==> src/asl_pkg.sv <==
// Constants for the host-side controller of a 128K x 32 byte-lane SRAM.
// Assumes a single 40 MHz system clock; no software registers.
package asl_pkg;

  // ------------------------------------------------------------------
  // Geometry
  // ------------------------------------------------------------------
  localparam int ADDR_W  = 17;
  localparam int DATA_W  = 32;
  localparam int LANES   = 4;
  localparam int CLK_PS  = 25000;

  // ------------------------------------------------------------------
  // Speed grades and timing in picoseconds
  // ------------------------------------------------------------------
  localparam int GRADE_12 = 0;
  localparam int GRADE_15 = 1;
  localparam int GRADE_20 = 2;
  localparam int GRADE_25 = 3;

  localparam int READ_CYCLE_MIN_PS [4] = '{12000, 15000, 20000, 25000};
  localparam int ACCESS_MAX_PS     [4] = '{12000, 15000, 20000, 25000};
  localparam int WRITE_CYCLE_MIN_PS[4] = '{12000, 15000, 20000, 25000};
  localparam int WRITE_STROBE_WIDTH_MIN_PS[4] = '{10000, 12000, 15000,
                                                   20000};
  localparam int WRITE_DATA_SETUP_MIN_PS[4] = '{7000, 9000, 12000, 15000};
  localparam int OFF_FLOAT_MAX_PS  [4] = '{6000, 8000, 9000, 10000};

  // Least times round up to whole cycles, never under one.
  function automatic int cyc_up(input int ps);
    int c;
    c = (ps + CLK_PS - 1) / CLK_PS;
    return (c < 1) ? 1 : c;
  endfunction : cyc_up

  localparam logic [3:0] LANE_IDLE = 4'hF;

  typedef enum logic [2:0] {
    ST_IDLE  = 3'b000,
    ST_READ  = 3'b001,
    ST_WRITE = 3'b010,
    ST_WREC  = 3'b011,
    ST_TURN  = 3'b100
  } asl_state_t;

endpackage : asl_pkg

==> src/asl_sram_host.sv <==
// Host controller that drives the 128K x 32 byte-lane asynchronous SRAM.
// Assumes requests and pin inputs are synchronous to clock.
// How it works
// [RULE1] Memory holds 128K 32-bit words, static.
// [RULE2] Width chosen only by asserted lane selects.
// [RULE3] Host asserts four, pairs, or one select.
// [RULE4] Select n gates byte lane n-1.
// [RULE5] Upper-pair write leaves low half untouched.
// [RULE6] Write happens in select-and-strobe overlap.
// [RULE7] Read: strobe high, drive enable low.
// [RULE8] Enable and strobe high float data lines.
// [RULE9] All selects high means standby.
// [RULE10] Selects or strobe high during address changes.
// [RULE11] Address valid before selects and strobe low.
// [RULE12] Host never drives during read drive.
// [RULE13] Enable low write ends with read data.
// [RULE14] Device float beats next device drive.
// [RULE15] Read cycle lasts grade minimum at least.
// [RULE16] Data valid within grade access time.
// [RULE17] Enable to data within grade time.
// [RULE18] Write cycle lasts grade minimum at least.
// [RULE19] Strobe low for grade minimum width.
// [RULE20] Write data set up before write end.
// [RULE21] Address setup and hold may be zero.
// [RULE22] Grade parameter, cycle counts rounded up.
`timescale 1ns/1ps
`default_nettype none
module asl_sram_host #(
  parameter int GRADE = asl_pkg::GRADE_25
) (
  input  wire logic                       clock,
  input  wire logic                       sys_rst,
  input  wire logic                       reqValid,
  input  wire logic                       reqWrite,
  input  wire logic [asl_pkg::ADDR_W-1:0] reqAddr,
  input  wire logic [3:0]                 reqLaneEn,
  input  wire logic [asl_pkg::DATA_W-1:0] reqWData,
  output var  logic                       reqReady,
  output var  logic                       rspValid,
  output var  logic [asl_pkg::DATA_W-1:0] rspRData,
  output var  logic [asl_pkg::ADDR_W-1:0] memAddr,
  output var  logic [3:0]                 lane_select_n,
  output var  logic                       outDriveEnN,
  output var  logic                       writeStrobeN,
  input  wire logic [asl_pkg::DATA_W-1:0] sharedDataIn,
  output var  logic [asl_pkg::DATA_W-1:0] sharedDataOut,
  output var  logic [3:0]                 sharedDataOe
);

  // ------------------------------------------------------------------
  // Cycle counts
  // ------------------------------------------------------------------
  localparam int RD_CYC = asl_pkg::cyc_up(asl_pkg::READ_CYCLE_MIN_PS[GRADE]
    > asl_pkg::ACCESS_MAX_PS[GRADE] ? asl_pkg::READ_CYCLE_MIN_PS[GRADE]
    : asl_pkg::ACCESS_MAX_PS[GRADE]) + 1; // RULE15 RULE16 RULE22
  localparam int WP_RAW = asl_pkg::cyc_up(
    asl_pkg::WRITE_STROBE_WIDTH_MIN_PS[GRADE]);
  localparam int DS_CYC = asl_pkg::cyc_up(
    asl_pkg::WRITE_DATA_SETUP_MIN_PS[GRADE]);
  localparam int WP_CYC = (WP_RAW > DS_CYC) ? WP_RAW : DS_CYC;
  localparam int WC_CYC = asl_pkg::cyc_up(
    asl_pkg::WRITE_CYCLE_MIN_PS[GRADE]);
  localparam int WR_CYC = (WC_CYC > WP_CYC) ? WC_CYC - WP_CYC : 1;
  localparam int TA_CYC = asl_pkg::cyc_up(asl_pkg::OFF_FLOAT_MAX_PS[GRADE]);
  localparam int CNT_W  = 4;

  // A grade outside the timing table has no counts, so it is refused.
  if (GRADE < 0 || GRADE > 3) begin : g_bad_grade
    $error("GRADE must be 0 to 3.");
  end

  // Only single lanes, aligned pairs or all four are legal widths.
  function automatic logic laneLegal(input logic [3:0] en);
    return en == 4'h1 || en == 4'h2 || en == 4'h4 || en == 4'h8 ||
           en == 4'h3 || en == 4'hC || en == 4'hF;
  endfunction : laneLegal

  // ------------------------------------------------------------------
  // Sequencer
  // ------------------------------------------------------------------
  asl_pkg::asl_state_t stateQ;
  logic [CNT_W-1:0]    cntQ;
  logic [3:0]          laneQ;

  always_ff @(posedge clock) begin
    if (sys_rst) begin
      stateQ        <= asl_pkg::ST_IDLE;
      cntQ          <= '0;
      laneQ         <= '0;
      reqReady      <= 1'b0;
      rspValid      <= 1'b0;
      rspRData      <= '0;
      memAddr       <= '0;
      lane_select_n <= asl_pkg::LANE_IDLE;
      outDriveEnN   <= 1'b1;
      writeStrobeN  <= 1'b1;
      sharedDataOut <= '0;
      sharedDataOe  <= '0;
    end else begin
      rspValid <= 1'b0;
      case (stateQ)
        asl_pkg::ST_IDLE: begin
          reqReady <= 1'b1;
          if (reqValid && reqReady && laneLegal(reqLaneEn)) begin // RULE3
            reqReady      <= 1'b0;
            // Address goes out with the selects in the same edge. RULE11
            memAddr       <= reqAddr; // RULE21
            laneQ         <= reqLaneEn;
            lane_select_n <= ~reqLaneEn; // RULE2 RULE4
            if (reqWrite) begin
              writeStrobeN  <= 1'b0; // RULE6
              outDriveEnN   <= 1'b1;
              sharedDataOut <= reqWData; // RULE20
              sharedDataOe  <= reqLaneEn; // RULE5
              cntQ          <= CNT_W'(WP_CYC - 1);
              stateQ        <= asl_pkg::ST_WRITE;
            end else begin
              outDriveEnN  <= 1'b0; // RULE7
              writeStrobeN <= 1'b1;
              sharedDataOe <= '0; // RULE12
              cntQ         <= CNT_W'(RD_CYC - 1);
              stateQ       <= asl_pkg::ST_READ;
            end
          end
        end
        asl_pkg::ST_READ: begin
          if (cntQ == '0) begin
            // Sampled a full access time later, selects still low. RULE17
            for (int i = 0; i < asl_pkg::LANES; i++) begin
              rspRData[i*8 +: 8] <= laneQ[i] ? sharedDataIn[i*8 +: 8]
                                             : 8'h00;
            end
            rspValid      <= 1'b1;
            lane_select_n <= asl_pkg::LANE_IDLE; // RULE9
            outDriveEnN   <= 1'b1; // RULE8
            cntQ          <= CNT_W'(TA_CYC - 1);
            stateQ        <= asl_pkg::ST_TURN; // RULE14
          end else begin
            cntQ <= cntQ - 1'b1;
          end
        end
        asl_pkg::ST_WRITE: begin
          if (cntQ == '0) begin
            // Strobe and selects rise in the same edge; address stays. RULE10
            writeStrobeN  <= 1'b1;
            lane_select_n <= asl_pkg::LANE_IDLE;
            cntQ          <= CNT_W'(WR_CYC - 1);
            stateQ        <= asl_pkg::ST_WREC; // RULE18
          end else begin
            cntQ <= cntQ - 1'b1;
          end
        end
        asl_pkg::ST_WREC: begin
          sharedDataOe <= '0;
          if (cntQ == '0) begin
            stateQ <= asl_pkg::ST_IDLE;
          end else begin
            cntQ <= cntQ - 1'b1;
          end
        end
        asl_pkg::ST_TURN: begin
          // Waits out the device float time before the bus may turn.
          if (cntQ == '0) begin
            stateQ <= asl_pkg::ST_IDLE;
          end else begin
            cntQ <= cntQ - 1'b1;
          end
        end
        default: begin
          stateQ <= asl_pkg::ST_IDLE;
        end
      endcase
    end
  end

  // ------------------------------------------------------------------
  // Checks
  // ------------------------------------------------------------------
  // Saturating run lengths keep the width checks short for every grade,
  // instead of long repetitions that the property engines unroll.
  logic [CNT_W-1:0] strobeLowCnt;
  logic [CNT_W-1:0] oeLowCnt;
  logic [CNT_W-1:0] oeHighCnt;

  always_ff @(posedge clock) begin
    if (sys_rst) begin
      strobeLowCnt <= '0;
    end else if (writeStrobeN) begin
      strobeLowCnt <= '0;
    end else if (strobeLowCnt != '1) begin
      strobeLowCnt <= strobeLowCnt + 1'b1;
    end
  end

  always_ff @(posedge clock) begin
    if (sys_rst) begin
      oeLowCnt <= '0;
    end else if (outDriveEnN) begin
      oeLowCnt <= '0;
    end else if (oeLowCnt != '1) begin
      oeLowCnt <= oeLowCnt + 1'b1;
    end
  end

  // Starts saturated: after reset no read has left the bus floating.
  always_ff @(posedge clock) begin
    if (sys_rst) begin
      oeHighCnt <= '1;
    end else if (!outDriveEnN) begin
      oeHighCnt <= '0;
    end else if (oeHighCnt != '1) begin
      oeHighCnt <= oeHighCnt + 1'b1;
    end
  end

  AST_NO_CONTENTION: assert property ( // RULE12
    @(posedge clock) disable iff (sys_rst)
    !(outDriveEnN == 1'b0 && writeStrobeN && sharedDataOe != 4'h0))
    else $error("Host drives data while memory reads.");
  AST_ADDR_STABLE: assert property ( // RULE10
    @(posedge clock) disable iff (sys_rst)
    (memAddr != $past(memAddr)) |-> ($past(writeStrobeN)
      || $past(lane_select_n) == 4'hF))
    else $error("Address changed during a write.");
  AST_LEGAL_LANES: assert property ( // RULE3
    @(posedge clock) disable iff (sys_rst)
    lane_select_n == 4'hF || laneLegal(~lane_select_n))
    else $error("Illegal lane select pattern.");
  AST_WP_WIDTH: assert property ( // RULE19
    @(posedge clock) disable iff (sys_rst)
    $rose(writeStrobeN) |-> strobeLowCnt >= CNT_W'(WP_CYC))
    else $error("Write strobe too short.");
  AST_WDATA_HELD: assert property ( // RULE20
    @(posedge clock) disable iff (sys_rst)
    $rose(writeStrobeN) |-> $stable(sharedDataOut)
      && sharedDataOe == $past(sharedDataOe))
    else $error("Write data not held to write end.");
  AST_READ_LEN: assert property ( // RULE15
    @(posedge clock) disable iff (sys_rst)
    $rose(outDriveEnN) |-> oeLowCnt >= CNT_W'(RD_CYC))
    else $error("Read cycle too short.");
  AST_READ_RSP: assert property ( // RULE16
    @(posedge clock) disable iff (sys_rst)
    $fell(outDriveEnN) |-> ##RD_CYC rspValid)
    else $error("Read answer not on time.");
  AST_NO_RW_BOTH: assert property ( // RULE7
    @(posedge clock) disable iff (sys_rst)
    !(outDriveEnN == 1'b0 && writeStrobeN == 1'b0))
    else $error("Read and write controls both active.");
  AST_TURNAROUND: assert property ( // RULE14
    @(posedge clock) disable iff (sys_rst)
    sharedDataOe != 4'h0 |-> oeHighCnt >= CNT_W'(TA_CYC))
    else $error("Host drove before device floated.");

endmodule : asl_sram_host
`default_nettype wire

==> config.mk <==
export PLATFORM = sky130hd
export DESIGN_NAME = asl_sram_host
export DESIGN_NICKNAME = d
export VERILOG_FILES = /design/src/asl_pkg.sv /design/src/asl_sram_host.sv
export SDC_FILE = /design/constraint.sdc
export NUM_CORES = 1
export LEC_CHECK = 0
export BUFFER_PORTS_ARGS = -buffer_cell sky130_fd_sc_hd__buf_2
export CAP_MARGIN = 5
export CORE_MARGIN = 2
export CORE_UTILIZATION = 41
export DETAILED_ROUTE_END_ITERATION = 16
export GPL_ROUTABILITY_DRIVEN = 0
export HOLD_SLACK_MARGIN = 0.06
export PLACE_DENSITY = 0.77
export SLEW_MARGIN = 0
export SYNTH_ARGS = -nofsm -noshare
export SYNTH_HDL_FRONTEND = slang
export SYNTH_SLANG_ARGS = --single-unit
==> constraint.sdc <==
create_clock -name clock -period 2 [get_ports clock]
set_clock_uncertainty 0.05 [all_clocks]
set_input_delay 0.1 -clock clock [delete_from_list [all_inputs] [get_ports clock]]
set_output_delay 0.1 -clock clock [all_outputs]
set_load 0.05 [all_outputs]
======== After elaboration in Yosys (flattened, before gate mapping) ========
Cells that the tools add are included.
word-level totals
  bits in registers ....................... 104
  bits of input ports ..................... 89
  output and inout bits ................... 93
cells by class
  $add $sub $neg .......................... 1
  equality and inequality tests ........... 17
  mux-type cells .......................... 30
  bitwise operators ....................... 2
  reductions and logical operators ........ 27
operator list
  cell                                                                   number
  8-bit two-way mux                                                      4
  4-bit two-way mux                                                      7
  4-bit case mux with 2 select lines                                     2
  3-bit AND reduction                                                    5
  4-bit equality test, second input constant                             3
  3-bit two-way mux                                                      4
  3-bit case mux with 4 select lines                                     1
  4-bit case mux with 3 select lines                                     1
  4-bit by 2-bit equality test with 1-bit output, second input constant  2
  1-bit two-way mux                                                      8
  2-bit != test, second input constant                                   4
  2-bit nonzero test                                                     4
  3-bit by 2-bit equality test with 1-bit output, second input constant  2
  1-bit logical OR                                                       6
  2-bit AND reduction                                                    3
  2-bit OR reduction                                                     3
  4-bit by 1-bit equality test with 1-bit output, second input constant  1
  4-bit by 3-bit equality test with 1-bit output, second input constant  1
  4-bit logical NOT                                                      1
  2-bit by 1-bit != test with 1-bit output, second input constant        2
  4-bit inverter                                                         1
  1-bit case mux with 2 select lines                                     2
  4-bit AND reduction                                                    1
  4-bit by 1-bit subtractor with 4-bit output, second input constant     1
  7 further kinds                                                        8

======== Depth between registers and ports, before layout ========
  depth in word-level cells ............... 10
  depth in mapped cells ................... 8

======== Worst setup path before layout ========
OpenSTA, ideal clock, no wires.
  path kind ............................... register to register
  start point ............................. register reqReady
  end point ............................... register sharedDataOut[0] in the netlist's numbering
  arrival ................................. 2.114 ns
  required time ........................... 1.818 ns
  slack ................................... -0.296 ns
  cell stages (with the launch flop) ...... 8
  period minus slack after synthesis ...... 2.296 ns
  cells stage by stage .................... dfxtp_1 nand2_1 or4_1 or4_1 clkbuf_1 buf_2 nand2_1 a21oi_1
between the ends
  cells in the longest elaborated chain, start to end .. 3
RTL lines
  element                               RTL line              RTL
  start, declared                       asl_sram_host.sv:38   output var logic reqReady,
  start signal, assigned                asl_sram_host.sv:90   reqReady <= 1'b0;
  start signal, assigned                asl_sram_host.sv:103  reqReady <= 1'b1;
  start signal, assigned                asl_sram_host.sv:105  reqReady <= 1'b0;
  1-bit logical AND (2 in series)       asl_sram_host.sv:104  if (reqValid && reqReady && laneLegal(reqLaneEn)) begin
  3-bit AND reduction (no source line)  --
  end signal, assigned                  asl_sram_host.sv:113  sharedDataOut <= reqWData;
  end, declared                         asl_sram_host.sv:46   output var logic [asl_pkg::DATA_W-1:0] sharedDataOut,
No other way between the ends.
A chain may end at the register's enable or synchronous reset.

======== Final worst setup path ========
  start point ............................. input reqLaneEn[2]
  end point ............................... register cntQ[3]
between the ends
  cells in the longest elaborated chain, start to end .. 10
  elaborated cells on any way between the ends .. 16
  classes of those cells .................. 8 x eq/ne; 8 x reduce/logical
RTL lines
  element                                                                                                           RTL line              RTL
  start, declared                                                                                                   asl_sram_host.sv:36   input wire logic [3:0] reqLaneEn,
  4-bit by 1-bit equality test with 1-bit output or 4-bit by 2-bit equality test with 1-bit output (tied branches)  asl_sram_host.sv:74   return en == 4'h1 || en == 4'h2 || en == 4'h4 || en == 4'h8 ||
  1-bit logical OR (4 in series)                                                                                    asl_sram_host.sv:74
  1-bit logical OR                                                                                                  asl_sram_host.sv:75   en == 4'h3 || en == 4'hC || en == 4'hF;
  1-bit logical OR *                                                                                                asl_sram_host.sv:75
  1-bit logical AND *                                                                                               asl_sram_host.sv:104
  2-bit != test (no source line) *                                                                                  --
  3-bit AND reduction (no source line) *                                                                            --
  end signal, assigned                                                                                              asl_sram_host.sv:115  cntQ <= CNT_W'(WP_CYC - 1);
  end signal, assigned                                                                                              asl_sram_host.sv:121  cntQ <= CNT_W'(RD_CYC - 1);
  end signal, assigned                                                                                              asl_sram_host.sv:136  cntQ <= CNT_W'(TA_CYC - 1);
  end, declared                                                                                                     asl_sram_host.sv:82   logic [CNT_W-1:0] cntQ;
Every way passes the cells marked *; elsewhere a longest branch is shown, timed or not.

==> reports/qor.csv <==
stage,metric,value,unit
yosys,synthAdderAreaFrac,0.3313,%
layout,drive_gt1_share,36.97,%
layout,antennaDiodeCount,0,
global_routing,grt_first_pass_wirelength,18830,µm
min_path,whs_path_depth,6,
timing,hold_viol_final,0,
worst_setup_path,crit_required,2.25,ns
yosys,synth_cells,397,
die,die_h,99.97,µm
yosys,yosysTopAreaCell,dfxtp_1,
worst_setup_path,worstPathArrival,2.25,ns
yosys,ys_seq_elements,104,
yosys,synth_area_leaders,"dfxtp_1 (55%), a22o_1 (7.4%), nand2_1 (6.9%)",
worst_setup_path,reg2reg_from,stateQ[2],
yosys,synthSimpleGateAreaFrac,16.70,%
timing,fin_ws,-0.001202,ns
layout,nNetsFinal,764,
yosys,synth_top_family_by_area,compound AO/OA/AOI/OAI gates,
clock_tree,cts_buffers,9,
pwr,ir_drop,405.0,µV
clock_tree,h-tree-depth,3,
placed_design,dpl_cell_area,4931,µm²
layout,postLayoutCoreUtil,67.95,%
yosys,synth_compound_area_share,17.69,%
worst_setup_path,startpoint_type,input pin,
global_routing,grt_antenna_before_repair,0,
global_routing,grt-ovfl-total,0,
pwr,leakagePower,2.814,nW
route,dr.first_iter.drc_count,138,
worst_setup_path,cp-end-kind,flop,
global_routing,grtUsageTotal,23.51,%
yosys,synth_edf_count,0,
timing,slew_violations,0,
timing,fmaxAchievable,499.7,MHz
yosys,synthesis.area,3776,µm²
worst_setup_path,crit_fanout,7,
yosys,yosys_warnings,0,
layout,multi_input_area,1640,µm²
yosys,post-synth-top-count-cell,dfxtp_1,
worst_setup_path,path_cells,"dlygate4sd3_1, buf_2, nor2b_1, mux2_4, o31a_1, or4_4, a21oi_2",
route,vias,4045,
timing,maxSlewHeadroom,67.30,%
yosys,ys_top_cells_by_count,"dfxtp_1 (104), nand2_1 (69), a21oi_1 (42)",
die,die_area,9994,µm²
layout,seq_area,2092,µm²
route,ant_nets,0,
die,io_pins,182,
yosys,synth.avg_cell_area,9.512,µm²
timing,final.period_utilization,100.1,%
clock_tree,cts_max_path_buffers,2,
layout,n_fill_cell,654,
yosys,syn-num-nets,487,
worst_setup_path,slowest_delay,0.53,ns
placed_design,place_hpwl,7044,µm
worst_setup_path,cpMaxStageDelayCell,dlygate4sd3_1,
yosys,async_flop_share,0,%
route,wl_per_cell,15.46,µm
yosys,synth_mux_area_share,6.229,%
die,num_rows,35,
worst_setup_path,r2r_cells,6,
worst_setup_path,r2r_slack,0.04,ns
yosys,yosysTopAreaCellShare,55.14,%
clock_tree,cts_sinks,104,
route,dr.pass1.iters,4,
route,avgViaCountPerCell,5.120,
worst_setup_path,r2r_end,memAddr[16],
yosys,synth_cell_types,42,
timing,rsz0062_at_grt,true,
min_path,min_from,reqValid,
global_routing,grt_pass1_vias,3913,
timing,finalSetupViolations,1,
clock_tree,clk_pin_slew,0.10,ns
worst_setup_path,path_class,in -> reg,
global_routing,grt_max_degree,43,
run_status,status,finished with violations,
layout,synthToLayoutAreaGrowth,63.12,%
yosys,ys_seq_area_share,55.14,%
clock_tree,cts_tree,yes,
die,die_w,99.97,µm
yosys,synth_xor_area_share,0,%
min_path,hp-class,in -> reg,
clock_tree,root_buffer,clkbuf_8,
job,max_cap_violations,0,
pwr,p_per_area,732.7,nW/µm²
die,initial_utilization,41.66,%
timing,worst_pin_slew,0.4864,ns
route,drc,0,
min_path,hold-path-endpoint,writeStrobeN,
timing,min_period,2.001,ns
yosys,synth_top_flop_cell,dfxtp_1,
layout,final_area,6160,µm²
clock_tree,clock_latency,0.36,ns
die,coreArea,9065,µm²
route,drt-total-wl,12210,µm
placed_design,io_buffers,181,
run_status,violations,setup timing,
-- logic make-up after synthesis --
family          Yosys count
buf+inv                  35
simple gates            138
fa+ha+maj                 1
compound gates           96
flops                   104
mux                      23
-- layer usage --
layer  part of all wire, %  vias up  GRT usage (%)
li1                      -     1932              -
met1                    41     1935          27.21
met4                   3.1        0          8.219
met2                    51      142          42.52
met3                   4.8       36          5.432
met5                     0        -              0
-- registers in the layout, summed over array words and instances, names as in the netlist, 3 cells and up --
name	count
memAddr	17
laneQ	4
sharedDataOe	4
cntQ	4
stateQ	3
sharedDataOut	32
lane_select_n	4
rspRData	32
-- cells in the final DEF, fill, tap and decap left out, drive strengths merged, types with 3 or more instances in the layout --
| cell type | instances |
|---|---|
| a21oi | 43 |
| a22o | 32 |
| a2bb2oi | 4 |
| and2 | 5 |
| buf | 206 |
| clkbuf | 11 |
| dfxtp | 104 |
| dlygate4sd3 | 87 |
| inv | 9 |
| mux2i | 22 |
| nand2 | 69 |
| nand2b | 6 |
| nand3 | 5 |
| nor2 | 30 |
| nor3 | 6 |
| o31ai | 3 |
| or4 | 5 |
-- through the flow --
stage / setup WS [ns] / cells / power (mW) / setup TNS, ns / hold WS, ns
after floorplan: 0.01160 / 397 / 2.710 / 0 / 0.1403
after global placement: 0.04087 / 680 / 2.992 / 0 / 0.2603
after detailed placement: -0.1064 / 680 / 3.007 / -2.432 / 0.2671
after CTS: 0.02712 / 785 / 4.474 / 0 / 0.3031
after global routing: -0.03005 / 790 / 4.712 / -0.1018 / 0.3589
final: -0.001202 / 790 / 4.513 / -0.001202 / 0.3162
-- where the power goes --
part,switching (mW),internal (mW)
combinational,0.523,0.457
sequential,0.0467,2.14
clock,0.751,0.593
-- worst max path at each step --
stage | startpoint | end | slack [ns] | cells past startpoint
after detailed placement | cntQ[1] | rspRData[18] | -0.11 | 8
after global placement | cntQ[0] | rspRData[7] | 0.04 | 8
after floorplan | reqReady | sharedDataOut[0] | 0.01 | 7
after CTS | cntQ[1] | cntQ[3] | 0.03 | 8
after global routing | reqLaneEn[2] | cntQ[3] | -0.03 | 7
final | reqLaneEn[2] | cntQ[3] | -0.001 | 7
-- final cells by class --
cell class	count	area share [%]
clock buffers	9	2.011
repair buffers	295	33.52
inverters	6	0.3656
flip-flops and latches	104	33.96
clock inverters	7	1.259
well taps	111	2.255
multi-input cells	258	26.63
-- worst max-delay path, delay by kind of cell --
| kind | cells | cell delay (ns) |
|---|---|---|
| AND/OR/NAND/NOR | 2 | 0.64 |
| multiplexers | 1 | 0.29 |
| buffers and inverters | 2 | 0.71 |
| AO/OA/AOI/OAI | 2 | 0.50 |
-- timing repair --
action / CTS / global route
endpoints found under the hold margin: 94 / 0
hold buffers: 87 / 0
resized for setup: 7 / 19
pin swaps: 0 / 2
buffers inserted: 2 / 3
setup endpoints to repair: 35 / 70
gates cloned: 0 / 2
Power figures use the tool's default switching activity.
